**src/periph_bridge_pkg.sv**
```systemverilog
// Shared constants and carrier types of the peripheral bridge register bank
package periph_bridge_pkg;

  // ----------------------------------------------------------------------
  // Widths and decode
  // ----------------------------------------------------------------------
  localparam int          REG_W            = 16;
  localparam int          ADDR_W           = 32;
  localparam int          DATA_W           = 32;
  localparam logic [31:0] PUBLIC_BASE_DEF  = 32'hFFFED300;
  localparam logic [31:0] PRIVATE_BASE_DEF = 32'hFFFECA00;
  localparam int          BASE_LSB         = 8;

  // ----------------------------------------------------------------------
  // Register offsets
  // ----------------------------------------------------------------------
  localparam logic [7:0] OFS_BRIDGE_CONTROL      = 8'h00;
  localparam logic [7:0] OFS_BUS_ALLOCATION      = 8'h04;
  localparam logic [7:0] OFS_CORE_BRIDGE_CONTROL = 8'h08;
  localparam logic [7:0] OFS_ENHANCED_CONTROL    = 8'h0C;
  localparam logic [7:0] OFS_ABORT_ADDRESS       = 8'h10;
  localparam logic [7:0] OFS_ABORT_DATA_LOW      = 8'h14;
  localparam logic [7:0] OFS_ABORT_DATA_HIGH     = 8'h18;
  localparam logic [7:0] OFS_ABORT_CONTROLS      = 8'h1C;
  localparam logic [7:0] OFS_PERMISSION_CONTROL  = 8'h20;
  localparam logic [7:0] OFS_IRQ_STATUS          = 8'h24;
  localparam logic [7:0] OFS_IRQ_MASK            = 8'h28;

  // ----------------------------------------------------------------------
  // Field positions
  // ----------------------------------------------------------------------
  localparam int STALL_LIMIT_LSB = 8;
  localparam int STALL_LIMIT_W   = 8;
  localparam int STROBE1_LSB     = 4;
  localparam int FACTOR_W        = 4;
  localparam int TIMEOUT_EN_BIT  = 0;
  localparam int IRQ_TIMEOUT_BIT = 0;
  localparam int IRQ_REFUSED_BIT = 1;
  localparam int IRQ_W           = 2;

  // ----------------------------------------------------------------------
  // Reset values
  // ----------------------------------------------------------------------
  localparam logic [15:0] RST_BRIDGE_CONTROL      = 16'hFF11;
  localparam logic [15:0] RST_BUS_ALLOCATION      = 16'h0000;
  localparam logic [15:0] RST_CORE_BRIDGE_CONTROL = 16'h0000;
  localparam logic [15:0] RST_ENHANCED_CONTROL    = 16'h0001;
  localparam logic [15:0] RST_PERMISSION_CONTROL  = 16'h0000;

  // ----------------------------------------------------------------------
  // Bus answers
  // ----------------------------------------------------------------------
  localparam logic [1:0] RESP_OKAY   = 2'h0;
  localparam logic [1:0] RESP_DECERR = 2'h3;

  // ----------------------------------------------------------------------
  // Carrier types
  // ----------------------------------------------------------------------
  typedef enum logic [1:0] {
    OWNER_CORE,
    OWNER_DMA,
    OWNER_SOCKET
  } owner_t;

  typedef struct packed {
    logic        start;
    owner_t      owner;
    logic        strobe1;
    logic        write;
    logic [31:0] addr;
    logic [31:0] wdata;
  } access_req_t;

  typedef struct packed {
    logic       periph;
    logic [2:0] initiator;
  } abort_t;

  typedef struct packed {
    logic       busy;
    logic [7:0] count;
    owner_t     owner;
    abort_t     abort;
  } timer_state_t;

endpackage

```
**src/access_timeout_counter.sv**
```systemverilog
// Access time-out counter that aborts stalled peripheral cycles
`timescale 1ns/1ps
module access_timeout_counter (
  // Clock and reset
  input  wire logic                      aclk,
  input  wire logic                      aresetn,
  // Access control
  input  wire logic                      start,
  input  wire periph_bridge_pkg::owner_t owner,
  input  wire logic                      done,
  input  wire logic [7:0]                stall_limit,
  input  wire logic                      enable,
  // Status
  output      logic                      busy,
  output      periph_bridge_pkg::abort_t abort
);

  periph_bridge_pkg::timer_state_t t;
  periph_bridge_pkg::timer_state_t next_t;

  // ----------------------------------------------------------------------
  // Next state
  // ----------------------------------------------------------------------
  always_comb begin
    next_t       = t;
    next_t.abort = '0;
    if (start) begin
      next_t.busy  = 1'b1;
      next_t.count = stall_limit;
      next_t.owner = owner;
    end else if (t.busy) begin
      if (done) begin
        next_t.busy = 1'b0;
      end else if (t.count == 8'h00) begin
        // Disabled: wait at zero so a late enable still fires
        if (enable) begin
          next_t.busy         = 1'b0;
          next_t.abort.periph = 1'b1;
          unique case (t.owner)
            periph_bridge_pkg::OWNER_CORE:
              next_t.abort.initiator = 3'h1;
            periph_bridge_pkg::OWNER_DMA:
              next_t.abort.initiator = 3'h2;
            default:
              next_t.abort.initiator = 3'h4;
          endcase
        end
      end else begin
        next_t.count = 8'(t.count - 8'h01);
      end
    end
  end

  // ----------------------------------------------------------------------
  // State register
  // ----------------------------------------------------------------------
  always_ff @(posedge aclk) begin
    if (!aresetn) begin
      t <= '0;
    end else begin
      t <= next_t;
    end
  end

  assign busy  = t.busy;
  assign abort = t.abort;

endmodule

```
**src/periph_bridge_regs_timeout.sv**
```systemverilog
// Register bank, strobe-1 stretcher and abort capture of the peripheral bridge
//
// Behaviour
// - Every configuration and debug register is sixteen bits wide; the IRQ status and mask registers here are two bits wide.
// - Writes take effect only in supervisor mode; user-mode writes are ignored.
// - Reads are allowed in both supervisor and user mode.
// - The same register set answers at the public and private bases.
// - Each access start loads the counter from control bits 15:8, reset 0xFF.
// - An access still open when the counter reaches zero is aborted.
// - The abort goes to the peripheral and to the owning initiator.
// - The stall limit holds values up to 255 only.
// - Control bits 7:4 hold the strobe-1 stretch factor, reset one.
// - Strobe period is 2n cycles; factor zero acts as factor one.
// - Strobe stays high n cycles, then low n cycles.
// - Time-out span is stall limit plus one clock periods.
// - An enable bit in the enhanced control register disables time-outs.
//
// Our own choice: register access over AXI4-Lite.
`timescale 1ns/1ps
module periph_bridge_regs_timeout #(
  parameter logic [31:0] PUBLIC_BASE  = periph_bridge_pkg::PUBLIC_BASE_DEF,
  parameter logic [31:0] PRIVATE_BASE = periph_bridge_pkg::PRIVATE_BASE_DEF
) (
  // Clock and reset
  input  wire logic                         aclk,
  input  wire logic                         aresetn,
  // AXI4-Lite write address and data
  input  wire logic                         awvalid,
  output      logic                         awready,
  input  wire logic [31:0]                  awaddr,
  input  wire logic [2:0]                   awprot,
  input  wire logic                         wvalid,
  output      logic                         wready,
  input  wire logic [31:0]                  wdata,
  input  wire logic [3:0]                   wstrb,
  // AXI4-Lite write response
  output      logic                         bvalid,
  input  wire logic                         bready,
  output      logic [1:0]                   bresp,
  // AXI4-Lite read
  input  wire logic                         arvalid,
  output      logic                         arready,
  input  wire logic [31:0]                  araddr,
  input  wire logic [2:0]                   arprot,
  output      logic                         rvalid,
  input  wire logic                         rready,
  output      logic [31:0]                  rdata,
  output      logic [1:0]                   rresp,
  // Peripheral access from the arbitrated initiator
  input  wire periph_bridge_pkg::access_req_t access_req,
  input  wire logic                         periph_done,
  // Peripheral side
  output      logic                         strobe1_n,
  output      logic                         access_busy,
  // Aborts
  output      logic                         periph_abort,
  output      logic [2:0]                   initiator_abort,
  // Interrupt
  output      logic                         irq
);

  typedef struct packed {
    logic [15:0]        bridge_control;
    logic [15:0]        bus_allocation_control;
    logic [15:0]        core_bridge_control;
    logic [15:0]        enhanced_bridge_control;
    logic [15:0]        initiator_permission_control;
    logic [15:0]        abort_capture_address;
    logic [15:0]        abort_capture_data_low;
    logic [15:0]        abort_capture_data_high;
    logic [15:0]        abort_capture_controls;
    logic [1:0]         irq_status;
    logic [1:0]         irq_mask;
    logic               irq;
    logic               awready;
    logic               wready;
    logic               aw_held;
    logic               w_held;
    logic [31:0]        awaddr;
    logic               aw_priv;
    logic [15:0]        wdata;
    logic [1:0]         wstrb;
    logic               bvalid;
    logic [1:0]         bresp;
    logic               arready;
    logic               rvalid;
    logic [31:0]        rdata;
    logic [1:0]         rresp;
    logic               active;
    logic               acc_strobe1;
    logic               acc_write;
    periph_bridge_pkg::owner_t acc_owner;
    logic [31:0]        acc_addr;
    logic [31:0]        acc_wdata;
    logic [3:0]         factor;
    logic [4:0]         phase;
    logic               strobe1_n;
  } main_state_t;

  main_state_t                 s;
  main_state_t                 next_s;
  logic                        start_ok;
  logic                        timer_busy;
  periph_bridge_pkg::abort_t   timer_abort;
  logic                        refused;
  logic [1:0]                  w1c;
  logic [1:0]                  events;
  logic [4:0]                  last_phase;

  // ----------------------------------------------------------------------
  // Helpers
  // ----------------------------------------------------------------------
  // Both bases decode to one register set, so aliases are harmless
  function automatic logic mapped(input logic [31:0] a);
    logic base_ok;
    logic ofs_ok;
    base_ok = (a[31:periph_bridge_pkg::BASE_LSB] ==
               PUBLIC_BASE[31:periph_bridge_pkg::BASE_LSB]) ||
              (a[31:periph_bridge_pkg::BASE_LSB] ==
               PRIVATE_BASE[31:periph_bridge_pkg::BASE_LSB]);
    ofs_ok  = (a[1:0] == 2'h0) &&
              (a[7:0] <= periph_bridge_pkg::OFS_IRQ_MASK);
    return base_ok && ofs_ok;
  endfunction

  function automatic logic [15:0] merge(input logic [15:0] old,
                                        input logic [15:0] val,
                                        input logic [1:0]  be);
    logic [15:0] r;
    r       = old;
    if (be[0]) begin
      r[7:0] = val[7:0];
    end
    if (be[1]) begin
      r[15:8] = val[15:8];
    end
    return r;
  endfunction

  // A factor of zero stretches exactly like a factor of one
  function automatic logic [3:0] eff_factor(input logic [3:0] f);
    return (f == 4'h0) ? 4'h1 : f;
  endfunction

  // ----------------------------------------------------------------------
  // Time-out counter
  // ----------------------------------------------------------------------
  // On an abort the counter goes idle a cycle before the access does; wait for both
  assign start_ok = access_req.start && !s.active && !timer_busy;

  access_timeout_counter u_timeout (
    .aclk        (aclk),
    .aresetn     (aresetn),
    .start       (start_ok),
    .owner       (access_req.owner),
    .done        (periph_done),
    .stall_limit (s.bridge_control[periph_bridge_pkg::STALL_LIMIT_LSB +:
                    periph_bridge_pkg::STALL_LIMIT_W]),
    .enable      (s.enhanced_bridge_control[
                    periph_bridge_pkg::TIMEOUT_EN_BIT]),
    .busy        (timer_busy),
    .abort       (timer_abort)
  );

  assign last_phase = 5'({eff_factor(s.factor), 1'b0} - 5'h01);

  // ----------------------------------------------------------------------
  // Next state
  // ----------------------------------------------------------------------
  always_comb begin
    next_s  = s;
    refused = 1'b0;
    w1c     = '0;
    events  = '0;

    // Address and data are taken independently, in either order
    if (awvalid && s.awready) begin
      next_s.awready = 1'b0;
      next_s.aw_held = 1'b1;
      next_s.awaddr  = awaddr;
      next_s.aw_priv = awprot[0];
    end
    if (wvalid && s.wready) begin
      next_s.wready = 1'b0;
      next_s.w_held = 1'b1;
      next_s.wdata  = wdata[15:0];
      next_s.wstrb  = wstrb[1:0];
    end
    if (s.bvalid && bready) begin
      next_s.bvalid  = 1'b0;
      next_s.awready = 1'b1;
      next_s.wready  = 1'b1;
    end

    if (s.aw_held && s.w_held && !s.bvalid) begin
      next_s.aw_held = 1'b0;
      next_s.w_held  = 1'b0;
      next_s.bvalid  = 1'b1;
      next_s.bresp   = periph_bridge_pkg::RESP_OKAY;
      if (!mapped(s.awaddr)) begin
        next_s.bresp = periph_bridge_pkg::RESP_DECERR;
      end else if (!s.aw_priv) begin
        refused = 1'b1;
      end else begin
        case (s.awaddr[7:0])
          periph_bridge_pkg::OFS_BRIDGE_CONTROL:
            next_s.bridge_control = merge(s.bridge_control,
                                          s.wdata, s.wstrb);
          periph_bridge_pkg::OFS_BUS_ALLOCATION:
            next_s.bus_allocation_control =
              merge(s.bus_allocation_control, s.wdata, s.wstrb);
          periph_bridge_pkg::OFS_CORE_BRIDGE_CONTROL:
            next_s.core_bridge_control =
              merge(s.core_bridge_control, s.wdata, s.wstrb);
          periph_bridge_pkg::OFS_ENHANCED_CONTROL:
            next_s.enhanced_bridge_control =
              merge(s.enhanced_bridge_control, s.wdata, s.wstrb);
          periph_bridge_pkg::OFS_PERMISSION_CONTROL:
            next_s.initiator_permission_control =
              merge(s.initiator_permission_control, s.wdata, s.wstrb);
          periph_bridge_pkg::OFS_IRQ_STATUS:
            w1c = s.wstrb[0] ? s.wdata[1:0] : 2'h0;
          periph_bridge_pkg::OFS_IRQ_MASK:
            if (s.wstrb[0]) begin
              next_s.irq_mask = s.wdata[1:0];
            end
          default: ;
        endcase
      end
    end

    // Reads need no privilege
    if (arvalid && s.arready) begin
      next_s.arready = 1'b0;
      next_s.rvalid  = 1'b1;
      next_s.rresp   = periph_bridge_pkg::RESP_OKAY;
      next_s.rdata   = 32'h00000000;
      if (!mapped(araddr)) begin
        next_s.rresp = periph_bridge_pkg::RESP_DECERR;
      end else begin
        case (araddr[7:0])
          periph_bridge_pkg::OFS_BRIDGE_CONTROL:
            next_s.rdata[15:0] = s.bridge_control;
          periph_bridge_pkg::OFS_BUS_ALLOCATION:
            next_s.rdata[15:0] = s.bus_allocation_control;
          periph_bridge_pkg::OFS_CORE_BRIDGE_CONTROL:
            next_s.rdata[15:0] = s.core_bridge_control;
          periph_bridge_pkg::OFS_ENHANCED_CONTROL:
            next_s.rdata[15:0] = s.enhanced_bridge_control;
          periph_bridge_pkg::OFS_ABORT_ADDRESS:
            next_s.rdata[15:0] = s.abort_capture_address;
          periph_bridge_pkg::OFS_ABORT_DATA_LOW:
            next_s.rdata[15:0] = s.abort_capture_data_low;
          periph_bridge_pkg::OFS_ABORT_DATA_HIGH:
            next_s.rdata[15:0] = s.abort_capture_data_high;
          periph_bridge_pkg::OFS_ABORT_CONTROLS:
            next_s.rdata[15:0] = s.abort_capture_controls;
          periph_bridge_pkg::OFS_PERMISSION_CONTROL:
            next_s.rdata[15:0] = s.initiator_permission_control;
          periph_bridge_pkg::OFS_IRQ_STATUS:
            next_s.rdata[1:0] = s.irq_status;
          periph_bridge_pkg::OFS_IRQ_MASK:
            next_s.rdata[1:0] = s.irq_mask;
          default: ;
        endcase
      end
    end
    if (s.rvalid && rready) begin
      next_s.rvalid  = 1'b0;
      next_s.arready = 1'b1;
    end

    // Peripheral access; the factor is frozen per access so a register
    // write mid-cycle cannot tear the strobe waveform
    if (start_ok) begin
      next_s.active      = 1'b1;
      next_s.acc_strobe1 = access_req.strobe1;
      next_s.acc_write   = access_req.write;
      next_s.acc_owner   = access_req.owner;
      next_s.acc_addr    = access_req.addr;
      next_s.acc_wdata   = access_req.wdata;
      next_s.factor      = eff_factor(s.bridge_control[
                             periph_bridge_pkg::STROBE1_LSB +:
                             periph_bridge_pkg::FACTOR_W]);
      next_s.phase       = 5'h00;
      next_s.strobe1_n   = 1'b1;
    end else if (s.active) begin
      if (periph_done || timer_abort.periph) begin
        next_s.active    = 1'b0;
        next_s.strobe1_n = 1'b1;
      end else if (s.acc_strobe1) begin
        next_s.phase     = (s.phase == last_phase) ? 5'h00 :
                           5'(s.phase + 5'h01);
        next_s.strobe1_n = (next_s.phase <
                            {1'b0, s.factor});
      end
    end

    // Abort capture for debug
    if (timer_abort.periph) begin
      events[periph_bridge_pkg::IRQ_TIMEOUT_BIT] = 1'b1;
      next_s.abort_capture_address   = s.acc_addr[15:0];
      next_s.abort_capture_data_low  = s.acc_wdata[15:0];
      next_s.abort_capture_data_high = s.acc_wdata[31:16];
      next_s.abort_capture_controls  =
        {11'h000, s.acc_owner, s.acc_strobe1, s.acc_write, 1'b1};
    end
    events[periph_bridge_pkg::IRQ_REFUSED_BIT] = refused;

    // A new event outranks a clear in the same cycle
    next_s.irq_status = (s.irq_status & ~w1c) | events;
    next_s.irq        = |(next_s.irq_status & next_s.irq_mask);
  end

  // ----------------------------------------------------------------------
  // State register
  // ----------------------------------------------------------------------
  always_ff @(posedge aclk) begin
    if (!aresetn) begin
      s                              <= '0;
      s.bridge_control               <= periph_bridge_pkg::RST_BRIDGE_CONTROL;
      s.bus_allocation_control       <= periph_bridge_pkg::RST_BUS_ALLOCATION;
      s.core_bridge_control          <=
        periph_bridge_pkg::RST_CORE_BRIDGE_CONTROL;
      s.enhanced_bridge_control      <=
        periph_bridge_pkg::RST_ENHANCED_CONTROL;
      s.initiator_permission_control <=
        periph_bridge_pkg::RST_PERMISSION_CONTROL;
      s.awready                      <= 1'b1;
      s.wready                       <= 1'b1;
      s.arready                      <= 1'b1;
      s.factor                       <= 4'h1;
      s.strobe1_n                    <= 1'b1;
    end else begin
      s <= next_s;
    end
  end

  // ----------------------------------------------------------------------
  // Outputs
  // ----------------------------------------------------------------------
  assign awready         = s.awready;
  assign wready          = s.wready;
  assign bvalid          = s.bvalid;
  assign bresp           = s.bresp;
  assign arready         = s.arready;
  assign rvalid          = s.rvalid;
  assign rdata           = s.rdata;
  assign rresp           = s.rresp;
  assign strobe1_n       = s.strobe1_n;
  assign access_busy     = s.active;
  assign periph_abort    = timer_abort.periph;
  assign initiator_abort = timer_abort.initiator;
  assign irq             = s.irq;

endmodule

```
**config.mk**
```make
export PLATFORM = sky130hd
export DESIGN_NAME = periph_bridge_regs_timeout
export DESIGN_NICKNAME = d
export VERILOG_FILES = /design/src/periph_bridge_pkg.sv /design/src/access_timeout_counter.sv /design/src/periph_bridge_regs_timeout.sv
export SDC_FILE = /design/constraint.sdc
export NUM_CORES = 1
export LEC_CHECK = 0
export BUFFER_PORTS_ARGS = -buffer_cell sky130_fd_sc_hd__buf_2
export CAP_MARGIN = 15
export CORE_ASPECT_RATIO = 0.7
export CORE_MARGIN = 3
export CORE_UTILIZATION = 30
export CTS_CLUSTER_SIZE = 28
export DETAILED_ROUTE_END_ITERATION = 8
export SETUP_SLACK_MARGIN = 0.1
export SLEW_MARGIN = 20
export SYNTH_ARGS = -nofsm -noshare
export SYNTH_HDL_FRONTEND = slang
export SYNTH_HIERARCHICAL = 1
export SYNTH_SLANG_ARGS = --single-unit
```
**constraint.sdc**
```tcl
create_clock -name aclk -period 6.6 [get_ports aclk]
set_input_delay 0.33 -clock aclk [delete_from_list [all_inputs] [get_ports aclk]]
set_output_delay 0.33 -clock aclk [all_outputs]
set_load 0.005 [all_outputs]
```
==> summary.md <==
| Metric | Value |
|---|---|
| Outcome | complete, no violations |
| DRC violation count after routing | 0 |
| Share of layout cells above drive strength 1 | between 15 and 20% |
| Remaining antenna violation count | 0 |
| Synth top area share | a little under half |
| Largest net degree at the start of global routing | 86 |
| Top cells by area, synth | dfxtp_1 (46%), mux2i_1 (12%), nand2_1 (8.1%) |
| CTS Buf Count | 31 |
| Routed len/inst | between 15 and 20 um |
| FFs w/ async S/R, synth | 0% |
| Die height | between 150 and 200 um |
| Setup CP Type | flip-flop to flip-flop |
| Comb power frac | 8.2% |
| Final clock skew | ~14 ps |
| Post_cts resized | 0 |
| Post-CTS setup repair buffer count | 0 |
| Sw Pwr | 0.9704 mW |
| Critical-path top delay cell | a2111oi_1 |
| Worst-path fanout max | 5 |
| Switching portion of total power | roughly a quarter |
| PD cells | 256.4 mW/mm^2 |
| Flop pwr share | between 40% and 50% |
| Mapped Avg Cell Area | 8.825 sq um |
| Area taken by multi-input logic gates | 0.006092 sq mm |
| Area Overhead vs Synth | 23.47% |
| Vias in the first global route | between 10,000 and 15,000 |
| Register area share after synthesis | ~46% |
| Max Slew Vio Count | 0 |
| GR Util All Layers | 16.65% |
| Cells on worst reg2reg path | 12 |
| Hold depth | 3 |
| Ys flop type | dfxtp_1 |
| Yosys synthesis warning count | 6 |
| Worst path cell trace | nor2_1 > a21oi_1 > ha_1 > xor2_1 > nand2_1 > a2111oi_1 > nor2_1 > ha_1 > nor2b_1 > o21ai_0 > a222oi_1 > o21bai_1 |
| Initial core utilization | a little under a third |
| CTS tree | built |
| Post-synth design cell area | 0.01259 sq mm |
| Max clock buf depth | 3 |
| Kind of cell adding the most delay to the critical path | compound AO/OA/AOI/OAI gates |
| Total stage count of the critical path | 12 |
| Worst slew pin tran | around 1100 ps |
| DR vias/cell | 4.914 |
| Cells after Synth | between 1,000 and 1,500 |
| Yosys cell types | 78 |
| Post-synth EDFFs | 0 |
| Fin crit period | 3030 ps |
| Fin crit share | a little under half |
| Worst EP arrival | 3480 ps |
| Post-synthesis register bit count | slightly below 300 |
| Clock-pin slew on the worst setup and hold paths | ~60 ps |
| IO Count | 231 |
| DIE AREA | between 0.04 and 0.05 sq mm |
| Clk sink count | 292 |
| Critical Path Source Type | flip-flop |
| WP buf/inv | 0 |
| Setup-failing EPs final | 0 |
| First-pass GRT wire length | 58,660 um |
| Clock share of power | between 40% and 50% |
| Pleak | between 5 and 6 nW |
| Peak supply drop | between 150 and 200 uV |
| Max-slew headroom | a little over a quarter |
| # fillers | a little over 4,000 |
| Congestion Overflow GR | 0 |
| Number of hold violations in the final report | 0 |
| Int Power | 3.016 mW |
| Post-synth top area cell | dfxtp_1 |
| Die width | 250.9 um |
| Root Driver | clkbuf_16 |
| Post-Route WL | 38,100 um |
| TritonRoute pass-1 iters | 5 |
| Register area | slightly below 0.006 sq mm |
| Starting DRT DRC Count | ~910 |
| Antenna violations before repair | 2 |
| PortBufs | roughly 180 |
| Achievable Freq | 0.3300 GHz |
| Via count | 10,746 |
| Total design power | about 4.0 mW |
| Final setup TNS | 0 ps |
| Core Box Area | between 0.04 and 0.05 sq mm |
| DP Wirelength | 26,920 um |
| CP max stage delay | ~700 ps |
| H-tree Lvls | 1 |
| Rows | 62 |
| Hold Crit Class | input pin to flip-flop |
| Unrepaired setup endpoints after global routing | no |
| Layout net count | about 1,800 |
| CP endpoint kind | flip-flop |
| GP Congestion | between 0.9 and 1 |
| Max cap viols | 0 |
| WP data required | 7050 ps |
| Worst-skew pair later-pin latency | slightly below 600 ps |
## power groups by stage
| stage | sequential (mW) | combinational (mW) | clock (mW) |
|---|---|---|---|
| 2_1_floorplan | 1.88 | 0.201 | 0 |
| 3_3_place_gp | 1.90 | 0.286 | 0 |
| 3_5_place_dp | 1.90 | 0.290 | 0 |
| 4_1_cts | 1.87 | 0.328 | 1.83 |
| 5_1_grt | 1.87 | 0.367 | 1.90 |
| 6_report | 1.87 | 0.328 | 1.79 |
## cell usage in the layout (no fill, tap or decap), types with 15 or more instances in the layout
master         instances
a21oi_1              131
o21ai_0               37
dlygate4sd3_1         81
nand3_1               16
nand2_1              271
dfxtp_1              291
nor2_1               159
mux2i_1              150
nor3_1                15
clkbuf_16             32
conb_1                16
a22oi_1               26
buf_2                175
inv_1                 17
## worst paths after layout
check	from	endpoint	slack [ps]
max	s[8]$_SDFFE_PN0P_	strobe1_n$_SDFFE_PP1P_	3570
min	access_req[36]	s[46]$_SDFFE_PN0P_	10
max reg2reg	s[8]$_SDFFE_PN0P_	strobe1_n$_SDFFE_PP1P_	3570
min reg2reg	s[14]$_SDFFE_PN0P_	s[14]$_SDFFE_PN0P_	460
## what timing repair did
| action | CTS | global route |
|---|---|---|
| endpoints found under the hold margin | 81 | 0 |
| endpoints found under the setup margin | 0 | 0 |
| hold buffers | 81 | 0 |
## cell type report
| cell class | count | area share, % |
|---|---|---|
| Inverter | 20 | 0.5150 |
| Tap cell | 544 | 4.378 |
| Clock buffer | 46 | 6.261 |
| Timing Repair Buffer | 266 | 11.38 |
| Multi-Input combinational cell | 1008 | 39.18 |
| Sequential cell | 292 | 37.62 |
| Clock inverter | 10 | 0.6518 |
| Antenna cell | 1 | 0.01609 |
## sequential cells by signal (all words and copies together), names as in the netlist
name	flops
access_busy	1
arready	1
awready	1
bresp	1
bvalid	1
irq	1
rdata	16
rresp	1
rvalid	1
s	251
strobe1_n	1
u_timeout/abort	4
u_timeout/busy	1
u_timeout/t	10
wready	1
## cell families (layout without fill, tap and decap cells)
logic type,count (synthesis),in the layout,synth area share [%]
muxes,164,164,13.35
DFF,292,292,46.42
AOI/OAI and AO/OA,265,265,12.73
other,1,17,0.02978
and+or+nand+nor,545,545,20.31
buffers and inverters,142,342,5.703
adders and majority gates,7,7,0.6954
xor gates and xnor gates,11,11,0.7650
## cell usage after synthesis (all sizes together) (4+ instances only)
cell	number
ha	7
inv	20
nand2	273
or3	4
a211oi	10
xor2	7
nor3	24
nor2b	7
clkbuf	65
nor3b	7
nand3b	8
buf	57
a22o	5
nand2b	7
nor4	6
mux2i	150
mux2	12
xnor2	4
a22oi	26
and2	11
o22ai	10
dfxtp	292
nor2	159
o21ai	38
nand4b	4
o21a	5
a31oi	4
nand3	17
a221oi	8
a21oi	132
nand4	7
a311oi	4
## worst reg2reg max path, stage by stage, from the launching register on
cell,delay (ps)
dfxtp_1,420
nor2_1,90
a21oi_1,160
ha_1,260
xor2_1,130
nand2_1,80
a2111oi_1,720
nor2_1,130
ha_1,300
nor2b_1,110
o21ai_0,100
a222oi_1,290
o21bai_1,110
## per-stage QoR
step | hold WS (ps) | std cells | setup slack, ps | area, sq um | utilization, %
2_1_floorplan | 391.9 | 1442 | 3883 | 12650 | -
3_3_place_gp | 437.5 | 2048 | 3331 | 13640 | 33.12
3_5_place_dp | 447.9 | 2048 | 3346 | 13640 | 33.12
4_1_cts | 1.053 | 2185 | 3311 | 15530 | 37.70
5_1_grt | 8.625 | 2186 | 3303 | 15550 | 37.74
6_report | 9.880 | 2187 | 3570 | 15550 | 37.75
## per-layer routing
layer | GRT usage (%) | up-vias | share of wire, %
met2 | 26.91 | 288 | 45
li1 | - | 5262 | -
met4 | 3.212 | 0 | 1.9
met5 | 0 | - | 0
met3 | 3.780 | 60 | 6.8
met1 | 22.94 | 5136 | 46
(Power assumes the default switching activity.)
